### src/rtl/psb_pkg.sv
package psb_pkg;
    // ----------------------------------------------------------------
    // Register offsets
    // ----------------------------------------------------------------
    localparam logic [4:0]  REG_WINDOW      = 5'h0e;
    localparam logic [4:0]  REG_ABILITY     = 5'h0f;
    localparam logic [4:0]  REG_FE_STATUS   = 5'h10;
    localparam logic [4:0]  REG_GIG_STATUS  = 5'h11;
    localparam logic [4:0]  REG_BYPASS      = 5'h12;
    localparam logic [4:0]  REG_RX_ERR_CNT  = 5'h13;
    localparam logic [4:0]  REG_FALSE_CNT   = 5'h14;

    // ----------------------------------------------------------------
    // Window function codes
    // ----------------------------------------------------------------
    localparam logic [1:0]  FUNC_ADDR       = 2'h0;
    localparam logic [1:0]  FUNC_DATA       = 2'h1;
    localparam logic [1:0]  FUNC_INC_RW     = 2'h2;
    localparam logic [1:0]  FUNC_INC_W      = 2'h3;

    // ----------------------------------------------------------------
    // Fixed values, defaults and masks
    // ----------------------------------------------------------------
    localparam logic [15:0] ABILITY_VALUE   = 16'h3000;
    localparam logic [15:0] BYP_DEFAULT     = 16'h0088;
    localparam logic [15:0] BYP_WR_MASK     = 16'hfefe;
    localparam logic [15:0] BYP_STICKY_MASK = 16'h00fa;
    localparam logic [7:0]  CNT_MAX         = 8'hff;
    localparam logic [7:0]  CNT_ZERO        = 8'h00;
    localparam logic [7:0]  LOW_BYTE_ZERO   = 8'h00;
    localparam logic [4:0]  GIG_RSVD_ZERO   = 5'h00;
    localparam logic [15:0] WORD_ZERO       = 16'h0000;

    // ----------------------------------------------------------------
    // Bypass control bit positions
    // ----------------------------------------------------------------
    localparam int BYP_TX_DISABLE   = 15;
    localparam int BYP_ENC_4B5B     = 14;
    localparam int BYP_SCRAMBLER    = 13;
    localparam int BYP_DESCRAMBLER  = 12;
    localparam int BYP_PCS_RX       = 11;
    localparam int BYP_PCS_TX       = 10;
    localparam int BYP_LFI_TIMER    = 9;
    localparam int BYP_XOVER_FORCED = 7;
    localparam int BYP_LEGACY_DIS   = 6;
    localparam int BYP_PAIR_SWAP    = 5;
    localparam int BYP_POLARITY     = 4;
    localparam int BYP_PAR_DETECT   = 3;
    localparam int BYP_PULSE_SHAPE  = 2;
    localparam int BYP_NEXT_PAGE    = 1;

    // ----------------------------------------------------------------
    // Management frame fields
    // ----------------------------------------------------------------
    localparam logic [5:0]  PRE_LEN         = 6'd32;
    localparam logic [5:0]  HDR_LAST        = 6'd13;
    localparam logic [5:0]  DATA_LAST       = 6'd15;
    localparam logic [5:0]  TA_FIRST        = 6'd0;
    localparam logic [5:0]  TA_LAST         = 6'd1;
    localparam logic [1:0]  START_CODE      = 2'b01;
    localparam logic [1:0]  OP_READ         = 2'b10;
    localparam logic [1:0]  OP_WRITE        = 2'b01;

    typedef enum logic [2:0] {
        PSB_PRE  = 3'b000,
        PSB_HDR  = 3'b001,
        PSB_TA   = 3'b010,
        PSB_RD   = 3'b011,
        PSB_WR   = 3'b100
    } psb_state_t;
endpackage

### src/rtl/psb_regs.sv
// Notes on behaviour
// [RULE1] Address function: window sets clause 45 register address
// [RULE2] Data functions: window reads or writes addressed register
// [RULE3] Function code picks address, data, increment variants
// [RULE4] Ability register read-only: fixed 0x3000 pattern
// [RULE5] Fast status shows live lock and link
// [RULE6] Fast status error flags clear when read
// [RULE7] Gigabit status shows live lock and link
// [RULE8] Gigabit status error flags clear when read
// [RULE9] Carrier extension error flag clears when read
// [RULE10] Legacy partner and crossover error shown live
// [RULE11] Bypass bit 15 disables line transmitter
// [RULE12] Bits 14..12 bypass encoder, scrambler, descrambler
// [RULE13] Bits 11, 10 bypass PCS receive, transmit
// [RULE14] Bit 9 bypasses link fail inhibit timer
// [RULE15] Sticky bit 7 disables crossover at forced speed
// [RULE16] Sticky bit 6 disables legacy partner detection
// [RULE17] Sticky bits 5, 4 disable swap, polarity correction
// [RULE18] Sticky bit 3 parallel detect honours advertisement
// [RULE19] Bit 2 disables transmit pulse shaping filter
// [RULE20] Sticky bit 1 hands next pages to host
// [RULE21] Host then runs next pages and forces config
// [RULE22] Receive error counter saturates, clears on read
// [RULE23] False carrier counter saturates, clears on read
// [RULE24] Sticky bits survive soft reset when enabled
// [RULE25] Flags latch; new event beats read clear
// [RULE26] Reserved bits read zero, ignore writes
module psb_regs (
    input  wire logic        ref_clk,
    input  wire logic        rst_n,
    input  wire logic        mdc,
    input  wire logic        mdio_in,
    output logic             mdio_out,
    output logic             mdio_oe,
    input  wire logic [4:0]  phy_addr,
    input  wire logic        soft_reset,
    input  wire logic        sticky_reset_en,
    input  wire logic [1:0]  c45_function,
    input  wire logic [4:0]  clause45_device_select,
    input  wire logic [15:0] c45_rdata,
    output logic [15:0]      c45_addr,
    output logic [4:0]       c45_device,
    output logic [15:0]      c45_wdata,
    output logic             c45_wr,
    output logic             c45_rd,
    input  wire logic        fe_descr_lock,
    input  wire logic        fe_link,
    input  wire logic [5:0]  fe_err_evt,
    input  wire logic        gig_descr_lock,
    input  wire logic        gig_link,
    input  wire logic [5:0]  gig_err_evt,
    input  wire logic        carrier_ext_evt,
    input  wire logic        legacy_partner_seen,
    input  wire logic        mdi_xover_err,
    input  wire logic        forced_10_100,
    input  wire logic        rx_err_evt,
    input  wire logic        false_carrier_evt,
    output logic             tx_disable,
    output logic             bypass_4b5b,
    output logic             bypass_scrambler,
    output logic             bypass_descrambler,
    output logic             bypass_pcs_rx,
    output logic             bypass_pcs_tx,
    output logic             bypass_link_fail_inhibit_timer,
    output logic             auto_crossover_disable,
    output logic             pair_swap_disable,
    output logic             polarity_corr_disable,
    output logic             parallel_detect_honour,
    output logic             pulse_shape_disable,
    output logic             manual_next_page,
    output logic             legacy_detect_enable
);
    import psb_pkg::*;

    // ----------------
    // Pin synchronisers
    // ----------------
    logic mdc_s1, mdc_s2, mdc_s3;
    logic mdio_s1, mdio_s2;
    logic mdc_rise;
    logic bit_in;

    always_ff @(posedge ref_clk or negedge rst_n) begin
        if (!rst_n) begin
            mdc_s1  <= 1'b0;
            mdc_s2  <= 1'b0;
            mdc_s3  <= 1'b0;
            mdio_s1 <= 1'b1;
            mdio_s2 <= 1'b1;
        end else begin
            mdc_s1  <= mdc;
            mdc_s2  <= mdc_s1;
            mdc_s3  <= mdc_s2;
            mdio_s1 <= mdio_in;
            mdio_s2 <= mdio_s1;
        end
    end

    assign mdc_rise = mdc_s2 & ~mdc_s3;
    assign bit_in   = mdio_s2;

    // ----------------
    // Register state
    // ----------------
    psb_state_t  state;
    logic [5:0]  bcnt;
    logic [15:0] shreg;
    logic [15:0] rd_shift;
    logic [15:0] wr_data;
    logic [4:0]  regad;
    logic        is_read;
    logic        rd_take;
    logic        wr_go;
    logic        hdr_rd_req;
    logic        inc_pend;
    logic [15:0] bypass;
    logic [5:0]  fe_flags;
    logic [6:0]  gig_flags;
    logic [7:0]  rx_err_cnt;
    logic [7:0]  false_cnt;
    logic [15:0] rd_word;
    logic [13:0] hdr;
    logic        hdr_ok;
    logic        clr_fe, clr_gig, clr_rx, clr_fc;

    assign hdr    = {shreg[12:0], bit_in};
    assign hdr_ok = (hdr[13:12] == START_CODE) && (hdr[9:5] == phy_addr)
                    && ((hdr[11:10] == OP_READ) || (hdr[11:10] == OP_WRITE));
    assign clr_fe  = rd_take && (regad == REG_FE_STATUS);
    assign clr_gig = rd_take && (regad == REG_GIG_STATUS);
    assign clr_rx  = rd_take && (regad == REG_RX_ERR_CNT);
    assign clr_fc  = rd_take && (regad == REG_FALSE_CNT);

    // ----------------
    // Read data select
    // ----------------
    always_comb begin
        case (regad)
            REG_WINDOW:     rd_word = (c45_function == FUNC_ADDR) ? c45_addr : c45_rdata; // [RULE1] [RULE2]
            REG_ABILITY:    rd_word = ABILITY_VALUE; // [RULE4]
            REG_FE_STATUS:  rd_word = {fe_descr_lock, fe_flags[5:4], fe_link, fe_flags[3:0], LOW_BYTE_ZERO}; // [RULE5]
            REG_GIG_STATUS: rd_word = {gig_descr_lock, gig_flags[6:5], gig_link, gig_flags[4:0], // [RULE7]
                                       legacy_partner_seen & legacy_detect_enable, mdi_xover_err, // [RULE10]
                                       GIG_RSVD_ZERO};
            REG_BYPASS:     rd_word = bypass & BYP_WR_MASK; // [RULE26]
            REG_RX_ERR_CNT: rd_word = {LOW_BYTE_ZERO, rx_err_cnt}; // [RULE22]
            REG_FALSE_CNT:  rd_word = {LOW_BYTE_ZERO, false_cnt}; // [RULE23]
            default:        rd_word = WORD_ZERO;
        endcase
    end

    // ----------------
    // Management frame engine
    // ----------------
    always_ff @(posedge ref_clk or negedge rst_n) begin
        if (!rst_n) begin
            state      <= PSB_PRE;
            bcnt       <= 6'd0;
            shreg      <= WORD_ZERO;
            rd_shift   <= WORD_ZERO;
            wr_data    <= WORD_ZERO;
            regad      <= 5'h00;
            is_read    <= 1'b0;
            rd_take    <= 1'b0;
            wr_go      <= 1'b0;
            hdr_rd_req <= 1'b0;
            mdio_out   <= 1'b0;
            mdio_oe    <= 1'b0;
        end else begin
            rd_take    <= 1'b0;
            wr_go      <= 1'b0;
            hdr_rd_req <= 1'b0;
            if (mdc_rise) begin
                case (state)
                    PSB_PRE: begin
                        if (bit_in) begin
                            if (bcnt != PRE_LEN) begin
                                bcnt <= bcnt + 6'd1;
                            end
                        end else if (bcnt == PRE_LEN) begin
                            state <= PSB_HDR;
                            bcnt  <= 6'd1;
                            shreg <= WORD_ZERO;
                        end else begin
                            bcnt <= 6'd0;
                        end
                    end
                    PSB_HDR: begin
                        shreg <= {shreg[14:0], bit_in};
                        bcnt  <= bcnt + 6'd1;
                        if (bcnt == HDR_LAST) begin
                            bcnt    <= 6'd0;
                            regad   <= hdr[4:0];
                            is_read <= (hdr[11:10] == OP_READ);
                            state   <= hdr_ok ? PSB_TA : PSB_PRE;
                            hdr_rd_req <= hdr_ok && (hdr[11:10] == OP_READ)
                                          && (hdr[4:0] == REG_WINDOW) && (c45_function != FUNC_ADDR); // [RULE2]
                        end
                    end
                    PSB_TA: begin
                        bcnt <= bcnt + 6'd1;
                        if (bcnt == TA_FIRST && is_read) begin
                            rd_take  <= 1'b1;
                            rd_shift <= rd_word;
                            mdio_oe  <= 1'b1;
                            mdio_out <= 1'b0;
                        end
                        if (bcnt == TA_LAST) begin
                            bcnt  <= 6'd0;
                            state <= is_read ? PSB_RD : PSB_WR;
                            if (is_read) begin
                                mdio_out <= rd_shift[15];
                                rd_shift <= {rd_shift[14:0], 1'b0};
                            end
                        end
                    end
                    PSB_RD: begin
                        if (bcnt == DATA_LAST) begin
                            mdio_oe  <= 1'b0;
                            mdio_out <= 1'b0;
                            bcnt     <= 6'd0;
                            state    <= PSB_PRE;
                        end else begin
                            mdio_out <= rd_shift[15];
                            rd_shift <= {rd_shift[14:0], 1'b0};
                            bcnt     <= bcnt + 6'd1;
                        end
                    end
                    PSB_WR: begin
                        shreg <= {shreg[14:0], bit_in};
                        bcnt  <= bcnt + 6'd1;
                        if (bcnt == DATA_LAST) begin
                            wr_data <= {shreg[14:0], bit_in};
                            wr_go   <= 1'b1;
                            bcnt    <= 6'd0;
                            state   <= PSB_PRE;
                        end
                    end
                    default: begin
                        state <= PSB_PRE;
                        bcnt  <= 6'd0;
                    end
                endcase
            end
        end
    end

    // ----------------
    // Clause 45 window
    // ----------------
    always_ff @(posedge ref_clk or negedge rst_n) begin
        if (!rst_n) begin
            c45_addr   <= WORD_ZERO;
            c45_device <= 5'h00;
            c45_wdata  <= WORD_ZERO;
            c45_wr     <= 1'b0;
            c45_rd     <= 1'b0;
            inc_pend   <= 1'b0;
        end else begin
            c45_wr     <= 1'b0;
            c45_rd     <= hdr_rd_req; // [RULE2]
            c45_device <= clause45_device_select; // [RULE1]
            inc_pend   <= 1'b0;
            if (soft_reset) begin
                c45_addr <= WORD_ZERO;
            end else if (inc_pend) begin
                c45_addr <= c45_addr + 16'h0001; // [RULE3]
            end else if (wr_go && regad == REG_WINDOW) begin
                if (c45_function == FUNC_ADDR) begin
                    c45_addr <= wr_data; // [RULE1]
                end else begin
                    c45_wdata <= wr_data; // [RULE2]
                    c45_wr    <= 1'b1;
                    inc_pend  <= (c45_function == FUNC_INC_RW) || (c45_function == FUNC_INC_W); // [RULE3]
                end
            end else if (rd_take && regad == REG_WINDOW) begin
                inc_pend <= (c45_function == FUNC_INC_RW); // [RULE3]
            end
        end
    end

    // ----------------
    // Bypass control register
    // ----------------
    always_ff @(posedge ref_clk or negedge rst_n) begin
        if (!rst_n) begin
            bypass <= BYP_DEFAULT;
        end else if (soft_reset) begin
            if (sticky_reset_en) begin
                bypass <= (bypass & BYP_STICKY_MASK) | (BYP_DEFAULT & ~BYP_STICKY_MASK); // [RULE24]
            end else begin
                bypass <= BYP_DEFAULT; // [RULE24]
            end
        end else if (wr_go && regad == REG_BYPASS) begin
            bypass <= wr_data & BYP_WR_MASK; // [RULE26]
        end
    end

    assign tx_disable                     = bypass[BYP_TX_DISABLE]; // [RULE11]
    assign bypass_4b5b                    = bypass[BYP_ENC_4B5B]; // [RULE12]
    assign bypass_scrambler               = bypass[BYP_SCRAMBLER]; // [RULE12]
    assign bypass_descrambler             = bypass[BYP_DESCRAMBLER]; // [RULE12]
    assign bypass_pcs_rx                  = bypass[BYP_PCS_RX]; // [RULE13]
    assign bypass_pcs_tx                  = bypass[BYP_PCS_TX]; // [RULE13]
    assign bypass_link_fail_inhibit_timer = bypass[BYP_LFI_TIMER]; // [RULE14]
    assign pair_swap_disable              = bypass[BYP_PAIR_SWAP]; // [RULE17]
    assign polarity_corr_disable          = bypass[BYP_POLARITY]; // [RULE17]
    assign parallel_detect_honour         = bypass[BYP_PAR_DETECT]; // [RULE18]
    assign pulse_shape_disable            = bypass[BYP_PULSE_SHAPE]; // [RULE19]
    assign manual_next_page               = bypass[BYP_NEXT_PAGE]; // [RULE20]

    always_ff @(posedge ref_clk or negedge rst_n) begin
        if (!rst_n) begin
            auto_crossover_disable <= 1'b0;
            legacy_detect_enable   <= 1'b1;
        end else begin
            auto_crossover_disable <= bypass[BYP_XOVER_FORCED] & forced_10_100; // [RULE15]
            legacy_detect_enable   <= ~bypass[BYP_LEGACY_DIS]; // [RULE16]
        end
    end

    // ----------------------------------------------------------------
    // Self-clearing status flags
    // ----------------------------------------------------------------
    always_ff @(posedge ref_clk or negedge rst_n) begin
        if (!rst_n) begin
            fe_flags <= 6'h00;
        end else if (soft_reset) begin
            fe_flags <= 6'h00;
        end else begin
            fe_flags <= (fe_flags & ~{6{clr_fe}}) | fe_err_evt; // [RULE6] [RULE25]
        end
    end

    always_ff @(posedge ref_clk or negedge rst_n) begin
        if (!rst_n) begin
            gig_flags <= 7'h00;
        end else if (soft_reset) begin
            gig_flags <= 7'h00;
        end else begin
            gig_flags <= (gig_flags & ~{7{clr_gig}}) | {gig_err_evt, carrier_ext_evt}; // [RULE8] [RULE9] [RULE25]
        end
    end

    // ----------------------------------------------------------------
    // Saturating error counters
    // ----------------------------------------------------------------
    always_ff @(posedge ref_clk or negedge rst_n) begin
        if (!rst_n) begin
            rx_err_cnt <= CNT_ZERO;
        end else if (soft_reset) begin
            rx_err_cnt <= CNT_ZERO;
        end else if (clr_rx) begin
            rx_err_cnt <= rx_err_evt ? 8'h01 : CNT_ZERO; // [RULE22] [RULE25]
        end else if (rx_err_evt && rx_err_cnt != CNT_MAX) begin
            rx_err_cnt <= rx_err_cnt + 8'h01; // [RULE22]
        end
    end

    always_ff @(posedge ref_clk or negedge rst_n) begin
        if (!rst_n) begin
            false_cnt <= CNT_ZERO;
        end else if (soft_reset) begin
            false_cnt <= CNT_ZERO;
        end else if (clr_fc) begin
            false_cnt <= false_carrier_evt ? 8'h01 : CNT_ZERO; // [RULE23] [RULE25]
        end else if (false_carrier_evt && false_cnt != CNT_MAX) begin
            false_cnt <= false_cnt + 8'h01; // [RULE23]
        end
    end
endmodule

### config.mk
export PLATFORM = sky130hd
export DESIGN_NAME = psb_regs
export DESIGN_NICKNAME = d
export VERILOG_FILES = /design/src/rtl/psb_pkg.sv /design/src/rtl/psb_regs.sv
export SDC_FILE = /design/constraint.sdc
export NUM_CORES = 1
export LEC_CHECK = 0
export ABC_AREA = 1
export BUFFER_PORTS_ARGS = -buffer_cell sky130_fd_sc_hd__buf_2
export CAP_MARGIN = 20
export CELL_PAD_IN_SITES_DETAIL_PLACEMENT = 0
export CELL_PAD_IN_SITES_GLOBAL_PLACEMENT = 2
export CORE_UTILIZATION = 31
export CTS_BUF_LIST = sky130_fd_sc_hd__clkbuf_8 sky130_fd_sc_hd__clkbuf_16
export CTS_CLUSTER_SIZE = 40
export DETAILED_ROUTE_END_ITERATION = 6
export MAX_ROUTING_LAYER = met4
export PLACE_DENSITY_LB_ADDON = 0.1
export SLEW_MARGIN = 20
export SYNTH_ARGS = -nofsm -noshare
export SYNTH_HDL_FRONTEND = slang
export SYNTH_SLANG_ARGS = --single-unit
### constraint.sdc
create_clock -name ref_clk -period 4.73 [get_ports ref_clk]
set_clock_uncertainty 0.05 [all_clocks]
set_input_delay 0.946 -clock ref_clk [delete_from_list [all_inputs] [get_ports ref_clk]]
set_output_delay 0.946 -clock ref_clk [all_outputs]
set_load 0.02 [all_outputs]
After elaboration in Yosys (flattened, before gate mapping). Cells that the tools add are included.

Memories: 0. Memory bits (read-only): 0. Register bits: 159. Memory bits (writable): 0. Logic and storage cells: 193. Latch bits: 0.

Equality and inequality tests: 35. Shifts and indexed selects: 0. Reduce and logical (&&, ||, !) cells: 41. Muxes and demuxes: 68. Order comparisons: 0. Bitwise operators: 14. $add $sub $neg: 4. Divide/modulo/power cells: 0. $mul: 0.

Operator list (number): 16-bit 2-to-1 mux (11); 16-bit one-hot mux with 7 select lines (1); 8-bit 2-to-1 mux (7); 6-bit 2-to-1 mux (6); 16-bit one-hot mux with 2 select lines (1); 15-bit 2-to-1 mux (2); 15-bit one-hot mux with 2 select lines (1); 1-bit 2-to-1 mux (27); 5-bit == test, second input constant (5); 6-bit one-hot mux with 4 select lines (1); 3-bit 2-to-1 mux (6); 16-bit by 1-bit adder with 16-bit output, second input constant (1); 8-bit by 1-bit adder with 8-bit output, second input constant (2); 2-bit != test, second input constant (8); 8-bit != test, second input constant (2); 5-bit by 4-bit == test with 1-bit output, second input constant (3); 1-bit logical AND (15); 6-bit by 4-bit == test with 1-bit output, second input constant (2); 3-bit one-hot mux with 4 select lines (1); 4-bit AND reduction (3); 3-bit nonzero test (4); 3-bit AND reduction (3); 2-bit AND reduction (4); 2-bit nonzero test (4); other kinds (29) (42).

Logic depth before layout (Yosys ltp).
Word-level depth: 9. Mapped depth: 12.

Worst setup path before layout. Ideal clock, no wire load.

Kind: in2reg. From: input port soft_reset. To: register c45_wdata[2]. Library setup time: 0.132 ns. Stages: 8. Arrival time: 1.830 ns. Buffers on the path: 2. Setup slack: 2.718 ns. Cells stage by stage: buf_2 > nor2_1 > inv_1 > nor2_1 > nand2_1 > clkbuf_1 > nand2_1 > o21ai_0.

Cells in the longest elaborated chain, start to end: 2.

RTL lines: start, declared (line psb_regs.sv:36) `input wire logic soft_reset,`; 1-bit NOT (no line); 4-bit AND reduction (no line); end signal, assigned (line psb_regs.sv:272) `c45_wdata <= wr_data;`; end, declared (line psb_regs.sv:43) `output logic [15:0] c45_wdata,`.

No other way between the ends. A chain may end at the register's enable or synchronous reset.

Worst setup path after layout.
From: register regad[4]. To: register bypass[6].

Cells in the longest elaborated chain, start to end: 4.

RTL lines: start, declared (line psb_regs.sv:110) `logic [4:0] regad;`; start signal, assigned (line psb_regs.sv:193) `regad <= hdr[4:0];`; 5-bit == test (line psb_regs.sv:294) `end else if (wr_go && regad == REG_BYPASS) begin`; 1-bit logical AND (line psb_regs.sv:294); 2-bit nonzero test (no line); 2-bit AND reduction (no line); end signal, assigned (line psb_regs.sv:290) `bypass <= (bypass & BYP_STICKY_MASK) | (BYP_DEFAULT & ~BYP_STICKY_MASK);`; end signal, assigned (line psb_regs.sv:295) `bypass <= wr_data & BYP_WR_MASK;`; end, declared (line psb_regs.sv:116) `logic [15:0] bypass;`.

No other way between the ends.

==> impl_metrics.csv <==
group,metric,value,unit
timing,rsz0062_at_grt,"no",
timing,fin_crit_sh,55.8,%
worst_setup_path,critPathCapture,"bypass[6]",
timing,period_minus_slack,2.64,ns
placed_design,dp_slack,2.03,ns
clocking,hold_buffers,0,
worst_setup_path,cpPeakStageDelay,0.84,ns
worst_setup_path,reg2regPathDepth,7,
final_layout,fin_nets,1284,
timing,fmax,0.379,GHz
global_routing,grt_max_degree,99,
synth,yosysSeqAreaShare,47.1,%
final_layout,area_delta_synth_final,17.9,%
global_routing,track_usage,20.9,%
worst_setup_path,crit_path_frequent_cell,"nand2_1",
die,dieArea,27600,µm²
outcome,status,"finished with violations",
timing,tns,0,ns
clocking,post_cts_buffers,0,
synth,yosys_warnings,0,
pwr,power.density,362,nW/µm²
worst_setup_path,cp.arrival,2.90,ns
detailed_routing,totalWireLength,26.9,mm
timing,hold_viol,0,
clocking,cts_made_buffers,17,
worst_setup_path,slowest_stage,"nor3_4",
synth,syn_nets,1184,
detailed_routing,vias,7558,
clocking,cts_tree,"done",
global_routing,groute.layer.met1.usage,27.9,%
global_routing,grt.met2_usage,33.6,%
detailed_routing,drt_iter0_markers,459,
clocking,cts.path.max_buffers,2,
placed_design,port_buffers,110,
clocking,htree_levels,4,
final_layout,postLayoutCoreUtil,37.6,%
timing,relSlewSlack,28.1,%
global_routing,antenna_found_initial,0,
synth,ys_ff_latch,157,
timing,final_max_slew_viol_count,0,
worst_setup_path,rr_startpoint,"regad[4]",
die,rows,59,
detailed_routing,first_pass_iters,7,
worst_setup_path,cp-end-kind,"flop",
timing,setup_violations,0,
clocking,clkLatencyLatePin,0.44,ns
global_routing,overflow,0,
worst_setup_path,critPathRequiredTime,4.99,ns
clocking,cts_root_buf,"clkbuf_16",
placed_design,dp_hpwl,19.9,mm
timing,hold_slack,0.306,ns
timing,worst_pin_slew,1.07,ns
die,fp.dieW,166,µm
detailed_routing,drc,12,
min_path,hold_class,"flop to flop",
die,fp.dieH,166,µm
global_routing,grt_pass1_vias,7568,
clocking,path_clk_slew,0.07,ns
global_routing,top_usage_layer,"met2",
detailed_routing,drtAntennaViolNets,0,
pwr,max-vdd-ir-drop,0.000221,V
worst_setup_path,crit_type,"flop to flop",
worst_setup_path,reg2reg_slack,2.09,ns
placed_design,place_congestion,0.830,
clocking,cts_repair_resize_count,0,
synth,avgSynthCellArea,7.45,µm²
min_path,hp-start,"hdr_rd_req",
pwr,p_leak,4.99,nW
outcome,violations,"design-rule violations",
final_layout,layout-drive-gt1-share,16.9,%
die,initial_core_util,31.9,%
timing,setup_ws,2.09,ns
worst_setup_path,crit_path_max_fanout,27,
worst_setup_path,worstReg2RegEnd,"bypass[6]",
synth,yosysUniqueCellTypes,44,
job,cap_violations,0,
detailed_routing,wire_per_inst,17.2,µm
clocking,cts_sinks,157,
worst_setup_path,cp_cell_sequence,"inv_4 -> nor3_4 -> nand3_4 -> nand2_1 -> nand2_1 -> nand2_1 -> o21ai_2",
final_layout,diodes,0,
die,pin_count,111,
worst_setup_path,start_kind,"flop",
worst_setup_path,startpoint,"regad[4]",
detailed_routing,vias_per_cell,4.82,
synth,synthCells,1121,
final_layout,n_fill_cell,2811,
global_routing,grt_pass1_wl,42.8,mm
global_routing,grt_use_met3,3.03,%
synth,synth_area,8350,µm²
die,design.core.area,26200,µm²
## area by class of cell
| type | count | area [µm²] | share of cell area [%] |
|---|---|---|---|
| clock buffer | 17 | 425 | 4.32 |
| clock inverter | 15 | 191 | 1.94 |
| inverter | 102 | 387 | 3.93 |
| multi-input combinational | 827 | 3850 | 39.1 |
| sequential | 157 | 3940 | 40.0 |
| tap | 335 | 419 | 4.26 |
| timing repair buffer | 116 | 634 | 6.44 |
## through the flow
stage | area, µm² | instances | power [mW]
6_report | 9840 | 1569 | 3.57
5_1_grt | 9840 | 1569 | 3.78
4_1_cts | 9810 | 1568 | 3.63
3_5_place_dp | 9200 | 1536 | 2.19
3_3_place_gp | 9200 | 1536 | 2.20
2_1_floorplan | 8350 | 1121 | 1.99
## report_power, final
group          switching (mW)  internal (mW)  total [mW]
Clock                   0.687          0.722        1.41
Combinational           0.393          0.183       0.577
Sequential              0.112           1.47        1.58
## worst min path at each step
stage                   to  slack (ns)  cells after the start
finish              c45_rd        0.31                      0
global route        bit_in        0.31                      0
CTS                 bit_in        0.31                      0
detailed placement  mdc_s2        0.29                      0
global placement    mdc_s2        0.29                      0
floorplan           c45_rd        0.28                      0
## placed cells by master, fill, tap and decap left out, types with 3 or more instances in the layout
cell type	count
nand2_1	387
dfrtp_1	152
nor2_1	113
buf_2	109
inv_1	91
nand3_1	82
o21ai_0	64
a21oi_1	43
nand4_1	36
clkbuf_16	17
nor3_1	16
o21ai_2	13
o21ai_1	12
nor2_2	8
inv_2	8
ha_1	7
o22ai_1	6
clkinv_8	6
dfstp_2	5
nor2_4	4
nand2_2	4
or2_2	4
buf_4	4
nand3_2	3
a31oi_1	3
o21bai_1	3
inv_8	3
inv_6	3
## worst max-delay path, delay by kind of cell, from the launching register on
kind / cells / cell delay (ns)
AOI/OAI and AO/OA: 1 / 0.05
buffers and inverters: 1 / 0.16
DFF: 1 / 0.60
and+or+nand+nor: 5 / 1.66
## cells in the mapped netlist (all sizes together)
| master | instances | area [µm²] |
|---|---|---|
| a21boi | 1 | 7.51 |
| a22oi | 1 | 7.51 |
| o22ai | 6 | 37.5 |
| o21bai | 3 | 22.5 |
| clkbuf | 14 | 52.6 |
| a21oi | 43 | 215 |
| inv | 100 | 378 |
| buf | 21 | 129 |
| o21ai | 89 | 494 |
| nand4 | 37 | 238 |
| and3 | 2 | 12.5 |
| nor3 | 19 | 116 |
| or2 | 4 | 25.0 |
| nor4 | 2 | 12.5 |
| dfrtp | 152 | 3800 |
| nand2 | 391 | 1480 |
| nor2 | 127 | 559 |
| clkinv | 2 | 8.75 |
| nand3 | 87 | 470 |
| nand3b | 1 | 7.51 |
| o211ai | 2 | 20.0 |
| xnor2 | 1 | 8.76 |
| a31oi | 3 | 18.8 |
| ha | 7 | 87.6 |
| xor2 | 1 | 8.76 |
| dfstp | 5 | 131 |
## per-layer routing
layer / wire [µm] / part of all wire (%) / up-vias
met1: 13000 / 48 / 3549
met4: 255 / 0.95 / 0
met3: 1110 / 4.1 / 18
met5: 0 / 0 / -
met2: 12500 / 47 / 158
li1: - / - / 3833
## cells by family (layout without fill, tap and decap cells)
kind of cell | count (synthesis) | in the layout | share of synthesized area [%]
AO/OA/AOI/OAI | 148 | 148 | 9.86
XOR/XNOR | 2 | 2 | 0.210
adder cells (fa/ha/maj) | 7 | 7 | 1.05
buffers and inverters | 137 | 250 | 6.80
flip-flops | 157 | 157 | 47.1
AND/OR/NAND/NOR | 670 | 670 | 35.0
Power figures use the tool's default switching activity.
